$ cat src/logic/commutation_pkg.sv
// constants, configuration layout and hall helpers for the axis block
package commutation_pkg;

    localparam int NUM_OUT        = 8;
    localparam int CLK_PERIOD_NS  = 10;
    localparam int MS_NS          = 1000000;
    localparam int MS_CYCLES      = MS_NS / CLK_PERIOD_NS;
    localparam int ZERO_SETTLE_MS = 500;
    localparam int TICK_W         = 24;
    localparam int DIV_STEPS      = 48;
    localparam int CFG_W          = 80;

    // one electrical turn is 2^32 angle units
    localparam logic [31:0] ANGLE_30 = 32'h1555_5555;
    localparam logic [31:0] ANGLE_60 = 32'h2AAA_AAAB;
    localparam logic [31:0] ANGLE_90 = 32'h4000_0000;

    localparam logic [1:0] MTYPE_SERVO   = 2'h0;
    localparam logic [1:0] MTYPE_SINE    = 2'h1;
    localparam logic [1:0] MTYPE_STEP_LO = 2'h2;
    localparam logic [1:0] MTYPE_STEP_HI = 2'h3;

    // smoothing in quarter units: 1 is 0.25, 256 is 64
    localparam logic [8:0] KS_MIN = 9'h001;
    localparam logic [8:0] KS_MAX = 9'h100;
    localparam logic [8:0] KS_RST = 9'h008;

    localparam logic [2:0]  HALL_BAD  = 3'h7;
    localparam logic [31:0] CYCLE_RST = 32'h0FA0_0000;

    typedef struct packed {
        logic [31:0] cycle;
        logic [31:0] hoff;
        logic [3:0]  hbase;
        logic        hall_en;
        logic [1:0]  mtype;
        logic [8:0]  ks;
    } cfg_s;

    localparam cfg_s CFG_RST = '{cycle: CYCLE_RST, hoff: 32'h0,
                                 hbase: 4'h0, hall_en: 1'b0,
                                 mtype: MTYPE_SERVO, ks: KS_RST};

    function automatic logic [2:0] hall_sector(input logic [2:0] c);
        case (c)
            3'h1:    return 3'h0;
            3'h3:    return 3'h1;
            3'h2:    return 3'h2;
            3'h6:    return 3'h3;
            3'h4:    return 3'h4;
            3'h5:    return 3'h5;
            default: return HALL_BAD;
        endcase
    endfunction : hall_sector

    function automatic logic [31:0] sector_angle(input logic [2:0] s);
        return 32'(s) * ANGLE_60;
    endfunction : sector_angle

    function automatic logic [8:0] ks_clamp(input logic [8:0] k);
        if (k < KS_MIN)
            return KS_MIN;
        if (k > KS_MAX)
            return KS_MAX;
        return k;
    endfunction : ks_clamp

    function automatic logic [15:0] abs16(input logic [15:0] v);
        return v[15] ? 16'(16'h0 - v) : v;
    endfunction : abs16

endpackage : commutation_pkg

$ cat src/logic/bit_sync.sv
// two flip-flop synchroniser for pin inputs
`timescale 1ns/1ps
module bit_sync
    import commutation_pkg::*;
#(
    parameter int WIDTH = 1
)(
    input  wire logic             clk_sys_i,
    input  wire logic             rst_n_i,
    input  wire logic [WIDTH-1:0] d_i,
    output logic      [WIDTH-1:0] q_o
);
    typedef struct packed {
        logic [WIDTH-1:0] meta;
        logic [WIDTH-1:0] held;
    } sync_s;

    sync_s s_r;
    sync_s s_nxt;

    always_comb
    begin
        s_nxt.meta = d_i;
        s_nxt.held = s_r.meta;
    end

    always_ff @(posedge clk_sys_i or negedge rst_n_i)
    begin
        if (!rst_n_i)
            s_r <= '0;
        else
            s_r <= s_nxt;
    end

    assign q_o = s_r.held;

endmodule : bit_sync

$ cat src/logic/commutation_and_step_output.sv
// commutation setup and step/direction output for one motor axis
// Operation
// - commutated axes each consume one command output
// - second phase goes to freed higher output
// - magnetic cycle length in counts sets period
// - self-test drives phases, reports wiring, cycle
// - self-test reports hall order and offset
// - burn writes configuration to non-volatile store
// - hall axes estimate phase after reset
// - zero init drives to zero, sets phase
// - positive ends off, negative holds, zero skipped
// - hall estimate within 30 degrees drives motor
// - counts to zero phase readable by host
// - armed calibration loads phase at hall edge
// - step pulses have fifty percent duty
// - stepper disables auxiliary encoder input
// - step count and encoder position separate
// - smoothing spans 0.25 to 64
// - stepper runs open loop, no servo
// - motor type selects step pulse polarity
`timescale 1ns/1ps
module commutation_and_step_output
    import commutation_pkg::*;
#(
    parameter int MS_CYC = MS_CYCLES
)(
    input  wire logic        clk_sys_i,
    input  wire logic        rst_n_i,
    input  wire logic        cfg_write_i,
    input  wire logic [31:0] magnetic_cycle_counts_i,
    input  wire logic [31:0] hall_offset_setting_i,
    input  wire logic [3:0]  hall_input_base_i,
    input  wire logic        hall_present_i,
    input  wire logic [1:0]  motor_type_setting_i,
    input  wire logic [8:0]  step_smoothing_i,
    input  wire logic [7:0]  commutate_sel_i,
    input  wire logic [3:0]  axis_count_i,
    input  wire logic        burn_config_i,
    input  wire logic [79:0] nv_data_i,
    input  wire logic        wiring_self_test_i,
    input  wire logic [15:0] self_test_volts_i,
    input  wire logic [15:0] self_test_ms_i,
    input  wire logic        zero_phase_init_i,
    input  wire logic [15:0] zero_init_volts_i,
    input  wire logic        hall_phase_calibrate_i,
    input  wire logic        motor_off_state_i,
    input  wire logic        servo_hold_state_i,
    input  wire logic        enc_a_i,
    input  wire logic        enc_b_i,
    input  wire logic [15:0] din_i,
    input  wire logic [15:0] vel_cmd_i,
    output logic      [3:0]  usable_axes_o,
    output logic      [23:0] phase2_map_o,
    output logic             nv_write_o,
    output logic      [79:0] nv_data_o,
    output logic      [31:0] comm_angle_o,
    output logic             phase_valid_o,
    output logic             force_drive_o,
    output logic      [15:0] phase_a_drive_o,
    output logic      [15:0] phase_b_drive_o,
    output logic             motor_enable_o,
    output logic             servo_loop_enable_o,
    output logic             busy_o,
    output logic             test_done_o,
    output logic             wiring_ok_o,
    output logic      [31:0] approx_cycle_o,
    output logic      [5:0]  hall_order_o,
    output logic      [31:0] hall_offset_report_o,
    output logic      [31:0] zero_phase_dist_o,
    output logic             step_pulse_out_o,
    output logic             direction_out_o,
    output logic      [31:0] step_count_query_o,
    output logic      [31:0] encoder_position_query_o,
    output logic             aux_encoder_enable_o
);
    typedef enum {ST_RESTORE, ST_IDLE, ST_TEST_A, ST_TEST_B, ST_ZERO} st_e;

    typedef struct packed {
        st_e          st;
        cfg_s         cfg;
        logic [23:0]  map;
        logic [3:0]   usable;
        logic [5:0]   div_cnt;
        logic [32:0]  rem;
        logic [31:0]  quo;
        logic [31:0]  inc;
        logic         ap;
        logic         bp;
        logic         up;
        logic [31:0]  enc;
        logic [31:0]  angle;
        logic         pvalid;
        logic [2:0]   hprev;
        logic         armed;
        logic         motor_on;
        logic [TICK_W-1:0] cyc;
        logic [15:0]  ms;
        logic [31:0]  pos0;
        logic [2:0]   hz;
        logic [2:0]   hq;
        logic         ok;
        logic [31:0]  approx;
        logic [31:0]  hrep;
        logic         done;
        logic         zneg;
        logic [15:0]  dra;
        logic [15:0]  drb;
        logic         force_on;
        logic [31:0]  zdist;
        logic [15:0]  vel;
        logic [8:0]   scnt;
        logic [16:0]  acc;
        logic         lvl;
        logic         dir;
        logic [31:0]  spos;
        logic         step_out;
        logic         aux_en;
        logic         loop_en;
        logic         nvw;
        cfg_s         nvd;
    } state_s;

    state_s       s_r;
    state_s       s_nxt;
    logic [1:0]   enc_s;
    logic [15:0]  din_s;
    logic [3:0]   nsel;
    logic [3:0]   k;
    logic [23:0]  map;
    logic         load;
    logic [32:0]  rem2;
    logic         cnt_en;
    logic         up;
    logic [2:0]   hall;
    logic [2:0]   sec;
    logic [31:0]  delta;
    logic [31:0]  zprod;
    logic         is_step;
    logic [15:0]  target;
    logic [16:0]  dif;
    logic [16:0]  sv;
    logic [16:0]  mag;
    logic         want;

    bit_sync #(.WIDTH(2)) u_enc_sync (
        .clk_sys_i (clk_sys_i),
        .rst_n_i   (rst_n_i),
        .d_i       ({enc_a_i, enc_b_i}),
        .q_o       (enc_s)
    );

    bit_sync #(.WIDTH(16)) u_din_sync (
        .clk_sys_i (clk_sys_i),
        .rst_n_i   (rst_n_i),
        .d_i       (din_i),
        .q_o       (din_s)
    );

    always_comb
    begin
        s_nxt = s_r;
        s_nxt.nvw = 1'b0;
        s_nxt.done = 1'b0;
        load = 1'b0;
        nsel = 4'($countones(commutate_sel_i));
        k = 4'h0;
        map = 24'h0;
        for (int i = 0; i < NUM_OUT; i++)
        begin
            if (commutate_sel_i[i])
            begin
                map[i*3 +: 3] = 3'(axis_count_i - nsel + k);
                k = 4'(k + 4'h1);
            end
        end
        s_nxt.map = map;
        s_nxt.usable = 4'(axis_count_i - nsel);
        if (s_r.st == ST_RESTORE)
        begin
            s_nxt.cfg = cfg_s'(nv_data_i);
            s_nxt.cfg.ks = ks_clamp(s_nxt.cfg.ks);
            s_nxt.st = ST_IDLE;
            load = 1'b1;
        end
        else if (cfg_write_i && s_r.st == ST_IDLE)
        begin
            s_nxt.cfg = '{magnetic_cycle_counts_i, hall_offset_setting_i,
                          hall_input_base_i, hall_present_i,
                          motor_type_setting_i, ks_clamp(step_smoothing_i)};
            load = 1'b1;
        end
        // angle per count is 2^48 over the q16 cycle
        rem2 = {s_r.rem[31:0], 1'b0};
        if (load)
        begin
            s_nxt.div_cnt = 6'(DIV_STEPS);
            s_nxt.rem = 33'h1;
            s_nxt.quo = 32'h0;
        end
        else if (s_r.div_cnt != 6'h0)
        begin
            s_nxt.quo = {s_r.quo[30:0], rem2 >= {1'b0, s_r.cfg.cycle}};
            s_nxt.rem = s_nxt.quo[0] ? 33'(rem2 - {1'b0, s_r.cfg.cycle})
                                     : rem2;
            s_nxt.div_cnt = 6'(s_r.div_cnt - 6'h1);
            if (s_r.div_cnt == 6'h1)
                s_nxt.inc = (s_r.cfg.cycle[31:16] == 16'h0) ? 32'h0
                                                              : s_nxt.quo;
        end
        // quadrature decode keeps encoder and angle in step
        cnt_en = enc_s[1] ^ s_r.ap ^ enc_s[0] ^ s_r.bp;
        up = enc_s[1] ^ s_r.bp;
        s_nxt.ap = enc_s[1];
        s_nxt.bp = enc_s[0];
        if (cnt_en)
        begin
            s_nxt.up = up;
            s_nxt.enc = up ? s_r.enc + 32'h1 : s_r.enc - 32'h1;
            s_nxt.angle = up ? s_r.angle + s_r.inc : s_r.angle - s_r.inc;
        end
        // hall lines start at the base input
        hall = 3'(din_s >> s_r.cfg.hbase);
        sec = hall_sector(hall);
        s_nxt.hprev = hall;
        if (s_r.cfg.hall_en && s_r.cfg.mtype == MTYPE_SINE && !s_r.pvalid
            && sec != HALL_BAD && s_r.st == ST_IDLE)
        begin
            s_nxt.angle = sector_angle(sec) + ANGLE_30 + s_r.cfg.hoff;
            s_nxt.pvalid = 1'b1;
        end
        // exact edge at the first transition
        if (s_r.armed && hall != s_r.hprev && sec != HALL_BAD)
        begin
            s_nxt.angle = (s_r.up ? sector_angle(sec)
                          : sector_angle(3'(sec + 3'h1))) + s_r.cfg.hoff;
            s_nxt.pvalid = 1'b1;
            s_nxt.armed = 1'b0;
        end
        if (hall_phase_calibrate_i && s_r.cfg.hall_en)
            s_nxt.armed = 1'b1;
        if (motor_off_state_i)
            s_nxt.motor_on = 1'b0;
        else if (servo_hold_state_i
                 && (s_r.pvalid || s_r.cfg.mtype != MTYPE_SINE))
            s_nxt.motor_on = 1'b1;
        // millisecond timebase runs only while a sequence is busy
        if (s_r.st != ST_IDLE && s_r.st != ST_RESTORE)
        begin
            s_nxt.cyc = TICK_W'(s_r.cyc + 1'b1);
            if (s_r.cyc == TICK_W'(MS_CYC - 1))
            begin
                s_nxt.cyc = '0;
                s_nxt.ms = 16'(s_r.ms + 16'h1);
            end
        end
        delta = s_r.enc - s_r.pos0;
        unique case (s_r.st)
            ST_RESTORE:
                s_nxt.st = ST_IDLE;
            ST_IDLE:
            begin
                s_nxt.cyc = '0;
                s_nxt.ms = 16'h0;
                // phase a first, then phase b
                if (wiring_self_test_i && s_r.cfg.mtype == MTYPE_SINE)
                begin
                    s_nxt.st = ST_TEST_A;
                    s_nxt.force_on = 1'b1;
                    s_nxt.dra = self_test_volts_i;
                    s_nxt.drb = 16'h0;
                    s_nxt.motor_on = 1'b0;
                end
                // zero volts means the axis is left alone
                else if (zero_phase_init_i && zero_init_volts_i != 16'h0)
                begin
                    s_nxt.st = ST_ZERO;
                    s_nxt.zneg = zero_init_volts_i[15];
                    s_nxt.force_on = 1'b1;
                    s_nxt.dra = abs16(zero_init_volts_i);
                    s_nxt.drb = 16'h0;
                    s_nxt.motor_on = 1'b0;
                end
            end
            ST_TEST_A:
                if (s_r.ms == self_test_ms_i)
                begin
                    s_nxt.st = ST_TEST_B;
                    s_nxt.pos0 = s_r.enc;
                    s_nxt.hz = hall;
                    s_nxt.dra = 16'h0;
                    s_nxt.drb = self_test_volts_i;
                    s_nxt.cyc = '0;
                    s_nxt.ms = 16'h0;
                end
            ST_TEST_B:
                // any forward movement means good wiring, taken as a quarter turn
                if (s_r.ms == self_test_ms_i)
                begin
                    s_nxt.st = ST_IDLE;
                    s_nxt.ok = !delta[31] && delta != 32'h0;
                    s_nxt.approx = 32'((delta[31] ? 32'h0 - delta
                                                  : delta) << 2);
                    s_nxt.hq = hall;
                    s_nxt.hrep = 32'h0 - sector_angle(hall_sector(s_r.hz));
                    s_nxt.angle = ANGLE_90;
                    s_nxt.pvalid = !delta[31] && delta != 32'h0;
                    s_nxt.force_on = 1'b0;
                    s_nxt.drb = 16'h0;
                    s_nxt.done = 1'b1;
                end
            ST_ZERO:
                // rotor parked at zero, phase cleared
                if (s_r.ms == 16'(ZERO_SETTLE_MS))
                begin
                    s_nxt.st = ST_IDLE;
                    s_nxt.angle = 32'h0;
                    s_nxt.pvalid = 1'b1;
                    s_nxt.force_on = 1'b0;
                    s_nxt.dra = 16'h0;
                    s_nxt.motor_on = s_r.zneg;
                end
        endcase
        // fraction of a cycle times cycle length
        zprod = s_r.angle[31:16] * s_r.cfg.cycle[31:16];
        s_nxt.zdist = {16'h0, zprod[31:16]};
        // snapshot taken at the burn request
        if (burn_config_i)
        begin
            s_nxt.nvw = 1'b1;
            s_nxt.nvd = s_r.cfg;
        end
        is_step = s_r.cfg.mtype[1];
        target = s_r.motor_on ? vel_cmd_i : 16'h0;
        dif = 17'({target[15], target} - {s_r.vel[15], s_r.vel});
        sv = 17'($signed(dif) >>> 2);
        if (sv == 17'h0 && dif != 17'h0)
            sv = dif[16] ? 17'h1FFFF : 17'h1;
        mag = s_r.vel[15] ? 17'(17'h0 - {1'b1, s_r.vel})
                          : {1'b0, s_r.vel};
        want = !s_r.vel[15];
        if (!is_step)
        begin
            s_nxt.vel = 16'h0;
            s_nxt.scnt = 9'h0;
            s_nxt.acc = 17'h0;
            s_nxt.lvl = 1'b0;
        end
        else
        begin
            // longer update spacing gives heavier smoothing
            if (9'(s_r.scnt + 9'h1) >= s_r.cfg.ks)
            begin
                s_nxt.scnt = 9'h0;
                s_nxt.vel = 16'(s_r.vel + sv[15:0]);
            end
            else
                s_nxt.scnt = 9'(s_r.scnt + 9'h1);
            // turn direction only while the pulse is idle
            if (want != s_r.dir && !s_r.lvl && mag != 17'h0)
                s_nxt.dir = want;
            else
            begin
                // carry toggles level, one step per two carries
                s_nxt.acc = 17'({1'b0, s_r.acc[15:0]} + mag);
                if (s_nxt.acc[16])
                begin
                    s_nxt.lvl = !s_r.lvl;
                    // count taken on the active edge
                    if (!s_r.lvl)
                        s_nxt.spos = s_r.dir ? s_r.spos + 32'h1
                                             : s_r.spos - 32'h1;
                end
            end
            // a stopped axis parks its line idle, cutting the last pulse
            if (mag == 17'h0)
                s_nxt.lvl = 1'b0;
        end
        s_nxt.step_out = s_nxt.lvl ^ (s_nxt.cfg.mtype == MTYPE_STEP_LO);
        // steppers need no aux input and no loop
        s_nxt.aux_en = !s_nxt.cfg.mtype[1];
        s_nxt.loop_en = s_nxt.motor_on && !s_nxt.cfg.mtype[1];
    end

    always_ff @(posedge clk_sys_i or negedge rst_n_i)
    begin
        if (!rst_n_i)
        begin
            s_r <= '0;
            s_r.st <= ST_RESTORE;
            s_r.cfg <= CFG_RST;
            s_r.nvd <= CFG_RST;
            s_r.dir <= 1'b1;
            s_r.aux_en <= 1'b1;
        end
        else
            s_r <= s_nxt;
    end

    assign usable_axes_o = s_r.usable;
    assign phase2_map_o = s_r.map;
    assign nv_write_o = s_r.nvw;
    assign nv_data_o = s_r.nvd;
    assign comm_angle_o = s_r.angle;
    assign phase_valid_o = s_r.pvalid;
    assign force_drive_o = s_r.force_on;
    assign phase_a_drive_o = s_r.dra;
    assign phase_b_drive_o = s_r.drb;
    assign motor_enable_o = s_r.motor_on;
    assign servo_loop_enable_o = s_r.loop_en;
    assign busy_o = s_r.force_on;
    assign test_done_o = s_r.done;
    assign wiring_ok_o = s_r.ok;
    assign approx_cycle_o = s_r.approx;
    assign hall_order_o = {s_r.hq, s_r.hz};
    assign hall_offset_report_o = s_r.hrep;
    assign zero_phase_dist_o = s_r.zdist;
    assign step_pulse_out_o = s_r.step_out;
    assign direction_out_o = s_r.dir;
    assign step_count_query_o = s_r.spos;
    assign encoder_position_query_o = s_r.enc;
    assign aux_encoder_enable_o = s_r.aux_en;

    AST_USABLE:
    assert property (@(posedge clk_sys_i) disable iff (!rst_n_i)
        s_r.st == ST_IDLE && $stable(commutate_sel_i)
        && $stable(axis_count_i) |=>
        usable_axes_o == 4'(axis_count_i - $countones(commutate_sel_i)))
    else $error("usable axis count wrong");
    AST_DIR_SETTLED:
    assert property (@(posedge clk_sys_i) disable iff (!rst_n_i)
        $changed(s_r.dir) |-> !s_r.lvl && !$past(s_r.lvl))
    else $error("step issued with direction change");
    AST_BURN:
    assert property (@(posedge clk_sys_i) disable iff (!rst_n_i)
        burn_config_i |=> nv_write_o && nv_data_o == $past(s_r.cfg))
    else $error("burn did not write configuration");
    AST_ZERO_END:
    assert property (@(posedge clk_sys_i) disable iff (!rst_n_i)
        s_r.st == ST_ZERO && s_nxt.st == ST_IDLE |=>
        comm_angle_o == 32'h0 && phase_valid_o && !force_drive_o)
    else $error("zero init did not clear phase");
    AST_ZERO_STATE:
    assert property (@(posedge clk_sys_i) disable iff (!rst_n_i)
        s_r.st == ST_ZERO && s_nxt.st == ST_IDLE && !motor_off_state_i
        |=> motor_enable_o == $past(s_r.zneg))
    else $error("zero init end state wrong");
    AST_ZERO_SKIP:
    assert property (@(posedge clk_sys_i) disable iff (!rst_n_i)
        s_r.st == ST_IDLE && zero_phase_init_i && zero_init_volts_i == 16'h0
        && !wiring_self_test_i |=> !force_drive_o [*2])
    else $error("axis driven with zero volts");
    AST_STEP_LOOP:
    assert property (@(posedge clk_sys_i) disable iff (!rst_n_i)
        s_r.cfg.mtype[1] |-> !servo_loop_enable_o && !aux_encoder_enable_o)
    else $error("stepper left loop or aux input on");
    AST_STEP_COUNT:
    assert property (@(posedge clk_sys_i) disable iff (!rst_n_i)
        $rose(s_r.lvl) |-> s_r.spos ==
        ($past(s_r.dir) ? $past(s_r.spos) + 32'h1 : $past(s_r.spos) - 32'h1))
    else $error("step count missed an edge");
    AST_POLARITY:
    assert property (@(posedge clk_sys_i) disable iff (!rst_n_i)
        $rose(s_r.lvl) && s_r.cfg.mtype == MTYPE_STEP_LO
        && $stable(s_r.cfg.mtype) |-> $fell(step_pulse_out_o))
    else $error("active low step not low");
    AST_SMOOTH_RANGE:
    assert property (@(posedge clk_sys_i) disable iff (!rst_n_i)
        s_r.st != ST_RESTORE |-> s_r.cfg.ks inside {[KS_MIN:KS_MAX]})
    else $error("smoothing out of range");
    AST_NO_PHASE_OFF:
    assert property (@(posedge clk_sys_i) disable iff (!rst_n_i)
        s_r.cfg.mtype == MTYPE_SINE && !phase_valid_o && !motor_enable_o
        && s_r.st == ST_IDLE |=> !motor_enable_o)
    else $error("motor enabled without phase");
    AST_CALIB:
    assert property (@(posedge clk_sys_i) disable iff (!rst_n_i)
        s_r.armed && hall != s_r.hprev && sec != HALL_BAD
        && !hall_phase_calibrate_i |=> !s_r.armed && phase_valid_o)
    else $error("calibration did not load phase");

endmodule : commutation_and_step_output

$ cat config.mk
export PLATFORM = sky130hd
export DESIGN_NAME = commutation_and_step_output
export DESIGN_NICKNAME = d
export VERILOG_FILES = /design/src/logic/commutation_pkg.sv /design/src/logic/bit_sync.sv /design/src/logic/commutation_and_step_output.sv
export SDC_FILE = /design/constraint.sdc
export NUM_CORES = 2
export LEC_CHECK = 0
export BUFFER_PORTS_ARGS = -buffer_cell sky130_fd_sc_hd__buf_2
export CAP_MARGIN = 0
export CORE_ASPECT_RATIO = 0.9
export CORE_MARGIN = 4
export CORE_UTILIZATION = 60
export CTS_CLUSTER_SIZE = 28
export DETAILED_ROUTE_END_ITERATION = 16
export PLACE_DENSITY = 0.81
export SYNTH_ARGS = -nofsm -noshare
export SYNTH_HDL_FRONTEND = slang
export SYNTH_HIERARCHICAL = 1
export SYNTH_SLANG_ARGS = --single-unit
$ cat constraint.sdc
create_clock -name clk_sys_i -period 8.1 [get_ports clk_sys_i]
set_input_delay 1.62 -clock clk_sys_i [delete_from_list [all_inputs] [get_ports clk_sys_i]]
set_output_delay 1.62 -clock clk_sys_i [all_outputs]
set_load 0.01 [all_outputs]
; ---- Yosys cells after proc, flatten, opt, wreduce, memory -nomap -nowiden
; Index checks and enable logic that the tools add are counted.
; Widths: inputs -> output; s select.
[totals]
ff_bits = 701
input_bits = 263
output_inout_bits = 349
word_cells = 304
[classes]
n_addsub = 44
n_mul = 4
n_lt_le_gt_ge = 6
eq_ne = 34
shift = 1
n_mux = 101
n_bitwise = 9
reduce_logical = 49
[op_table]
columns = op, n
row1 = $mux 32, 14
row2 = $mux 33, 7
row3 = $mux 80, 2
row4 = $pmux 32 s5, 1
row5 = $mux 103, 1
row6 = $add 32x32->32, 3
row7 = $eq 32x2->1 const B, 3
row8 = $mul 3x30->32 const B, 3
row9 = $mux 16, 6
row10 = $pmux 16 s3, 2
row11 = $mux 81, 1
row12 = $mux 9, 9
row13 = $mux 40, 2
row14 = $pmux 40 s2, 1
row15 = $mux 75, 1
row16 = $mux 71, 1
row17 = $pmux 33 s2, 1
row18 = $add 32x1->32 const B, 2
row19 = $logic_not 32->1, 2
row20 = $reduce_bool 32->1, 2
row21 = $sub 32x1->32 const B, 2
row22 = $sub 32x32->32, 2
row23 = $mux 3, 16
row24 = $mux 43, 1
row25 = 65 further kinds, 163

; ---- Logic depth before layout (Yosys ltp)
[logic_depth]
word_depth = 15
mapped_depth = 34
mapped_depth_nobuf = 30

; ---- Modules after synthesis
; The synthesis kept the hierarchy.
[modules_own_cells]
columns = mod, n_inst, cells_each, area_per_inst_um2, seq_area_each_um2
row1 = commutation_and_step_output, 1, 6179, 54467.2, 16535.9
row2 = bit_sync (u_din_sync), 1, 32, 800.8, 800.8
row3 = bit_sync (u_enc_sync), 1, 4, 100.1, 100.1

; ---- Worst setup path before layout
; OpenSTA, ideal clock, no wires.
[synth_path]
path_kind = reg-to-reg
start = register s_r[586] in the netlist's numbering
end = register s_r, in the netlist comm_angle_o[31]
setup_time_ns = 0.128
arrival_time_ns = 6.777
t_required_ns = 7.972
setup_slack_ns = 1.195
stages_incl_launch_ff = 33
n_path_buf = 3
period_less_slack_ns = 6.905
cell_sequence = dfrtp_1 -> clkbuf_1 -> buf_2 -> mux2i_1 -> o21ai_0 -> mux4_2 -> clkbuf_1 -> ha_1 -> nand2b_1 -> o22ai_1 -> o21ai_0 -> ha_1 -> ha_1 -> ha_1 -> ha_1 -> inv_1 -> fa_1 -> nand2b_1 -> a21oi_1 -> a311oi_1 -> a21oi_1 -> ha_1 -> o21a_1 -> o21ai_0 -> o2bb2ai_1 -> nor3_1 -> o41ai_1 -> a31o_2 -> o21ai_0 -> a31oi_1 -> o21ai_0 -> xnor2_1 -> o22ai_1
[synth_lines]
columns = item, line_no
row1 = "start, declared", commutation_and_step_output.sv:123  ; state_s s_r;
row2 = "start signal, assigned", commutation_and_step_output.sv:396  ; s_r <= s_nxt;

==> metrics.cfg <==
[synthesis]
avgSynthCellArea_sq_um = 8.91
synth_top_cell_by_area = dfrtp_1
ys_top_cells_by_area = dfrtp_1, ha_1, fa_1
yosysMostFrequentCell = nand2_1
netlist-cell-type-count = 92
synthAdderAreaFrac = 0.182
synth-xor-area-share = 0.0636
ys_seq_area_frac = 0.315
synth_top_area_frac = 0.307
async_flop_share = 1.00
synth-compound-area-share = 0.157
netlist_area_sq_um = 55400
synth_top_family_by_area = adder cells
synth.area.mux_share = 0.0322
synth_ff_type = dfrtp_1
synth.ff_latch_count = 696
synth-simple-area-share = 0.153
synth_common_cells = nand2_1, dfrtp_1, inv_1, ha_1, o21ai_0
syn_inst = 6215
synth_edf_count = 0
yosys_warnings = 6

[floorplan]
start_util = 0.606
ios = 612
die_w_um = 328
die_h_um = 296
core_sq_um = 91300
rows = 105
dieArea_sq_um = 97200

[min_path]
hp-class = flop to flop

[cts]
numCtsBuffers = 77
clock_sinks = 696
cts_tree = done
cts_buffer_depth = 3
htreeDepth = 3
hold_buffers = 0
clkSlewWorstSetupHoldPaths_ps = 60
clockRootBuffer = clkbuf_16
postCtsSetupRepairBufs = 0
clk_latency_ps = 640

[route]
vias_per_cell = 5.85
routed.top_layer = met5
wl_met2_um = 69000
vias = 45100
wl_met1_um = 66000
drc_errors = 0
wl_per_cell_um = 19.7
antenna_left = 0
drt_first_iter_violations = 3654
wl_met3_um = 11700
wirelength_um = 152000
dr.pass1.iters = 5

[pwr]
power_frac_seq = 0.263
clock_power_share = 0.216
p_per_area_nw_per_um2 = 284
p_int_uw = 9800
ir_worst_vdd_uv = 343
p_leak_uw = 0.0302
pwr-share-comb = 0.521
switchingPower_uw = 7200
swShare = 0.424

[layout]
fin_util = 0.655
final_nets = 7347
area_growth_pct = 7.94
fill_cells = 7442
layout-drive-gt1-share = 0.149

[sta]
finalSetupViolCount = 0
finalCritPeriodShare = 0.940
holdWs_ps = 344
timing.final.ws_setup_ps = 482
max_freq_mhz = 131
hold_violations = 0
grt_setup_unrepaired = no
relSlewSlack = 0.134
skew_ps = 28.5
slew_violations = 0
worst_pin_slew_ps = 1290
min_period_ps = 7620
setup_tns_ps = 0

[global_routing]
antenna_found_initial = 6
grt_pass1_wl_um = 238000
grt_usage = 0.305
overflow = 0
grt_pass1_vias = 43800
grt_max_degree = 178

[critical_path]
cpMostUsedCell = ha_1
path_buf_inv = 1
critPathTopFamily = compound AO/OA/AOI/OAI gates
cp_max_fo = 15
worst_ep_arrival_time_ps = 8110
critical_path.endpoint_type = flop
critPathKind = flop to flop
slowest_stage = dfrtp_2
cp_data_required_time_ps = 8590
cp-start-kind = flop
critPathMaxStageDelay_ps = 610

[placed_design]
dp_hpwl_um = 115000
pre_cts_ws_ps = 325
gp_congestion = 0.959
io_buffers = 593

[run]
maxCapViolations = 0

[outcome]
status = complete, no violations

-- registers in the layout, summed over array words and instances (netlist names), 24 cells and up --
name and cells:
approx_cycle_o 30, comm_angle_o 32, encoder_position_query_o 32, hall_offset_report_o 27, nv_data_o 80, phase2_map_o 24, rem2 32, s_r 302
step_count_query_o 32
-- path summary, 6_finish.rpt --
path                                                 from                            to  slack, ps  depth (start not counted)
max reg2reg                          s_r[586]$_DFFE_PN0N_    comm_angle_o[31]$_DFF_PN0_        480                         28
min                        u_din_sync/s_nxt[13]$_DFF_PN0_  u_din_sync/q_o[13]$_DFF_PN0_        340                          0
min in group asynchronous                         rst_n_i          s_r[123]$_DFFE_PN0N_       1080                          1
max                                  s_r[586]$_DFFE_PN0N_    comm_angle_o[31]$_DFF_PN0_        480                         28
max in group asynchronous                         rst_n_i     nv_data_o[27]$_DFFE_PN0P_       5510                          2
min reg2reg                u_din_sync/s_nxt[13]$_DFF_PN0_  u_din_sync/q_o[13]$_DFF_PN0_        340                          0
-- final cells by class --
class,instances,area (sq um),share of cell area
antenna,1,2.50,0.0000419
clock buffer,109,2230,0.0373
inverter,495,1860,0.0311
clock inverter,31,402,0.00672
timing repair buffer,653,3460,0.0578
sequential,696,17400,0.292
multi-input combinational,4487,32800,0.549
tap,1230,1540,0.0258
-- cells by family after synthesis --
group	after synthesis
and+or+nand+nor	1816
AOI/OAI and AO/OA	1396
buffers and inverters	1078
DFF	696
adders and majority gates	674
xor gates and xnor gates	402
muxes	152
other	1
-- power by group through the flow --
stage                     registers (uW)  logic [uW]  clock network (uW)
after floorplan                     4270        6990                   0
after global placement              4490        8430                   0
after detailed placement            4510        8700                   0
after CTS                           4450        8770                3750
after global routing                4510        9860                3880
final                               4470        8850                3680
-- through the flow --
step | std cells | power [uW] | cell area (sq um)
detailed placement | 7561 | 13200 | 57100
finish | 7702 | 17000 | 59800
global route | 7701 | 18300 | 59800
floorplan | 6261 | 11300 | 55500
CTS | 7701 | 17000 | 59800
global placement | 7561 | 12900 | 57100
-- routing by layer --
layer  vias up  global-route usage
met5         -                   0
met4         4              0.0970
met3       280              0.0537
met2      1659               0.485
met1     21900               0.429
li1      21200                   -
-- cell usage in the layout, fill, tap and decap left out, types with 36 or more instances in the layout --
cell and instances:
dfrtp_1 679, fa_1 218, o21ai_0 433, and3_1 44, and2_1 147, a31oi_1 36
nor3_1 105, a21o_1 121, a211oi_1 61, a21oi_1 348, xnor2_1 245, clkbuf_16 79
nand2_1 763, xor2_1 156, mux2_2 95, buf_2 591, buf_4 59, nor2_1 355
o21a_1 50, o211ai_1 39, conb_1 47, ha_1 456, nor4_1 39, nand3_1 80
a22oi_1 77, inv_1 495, nand2b_1 58, mux2i_1 45, nor2b_1 57
-- repair_timing --
action                     4_1_cts  5_1_grt
resized for setup                0        1
hold endpoints to repair         0        0
setup endpoints to repair        0        3
No activity file was read; power rests on OpenSTA's default activity.
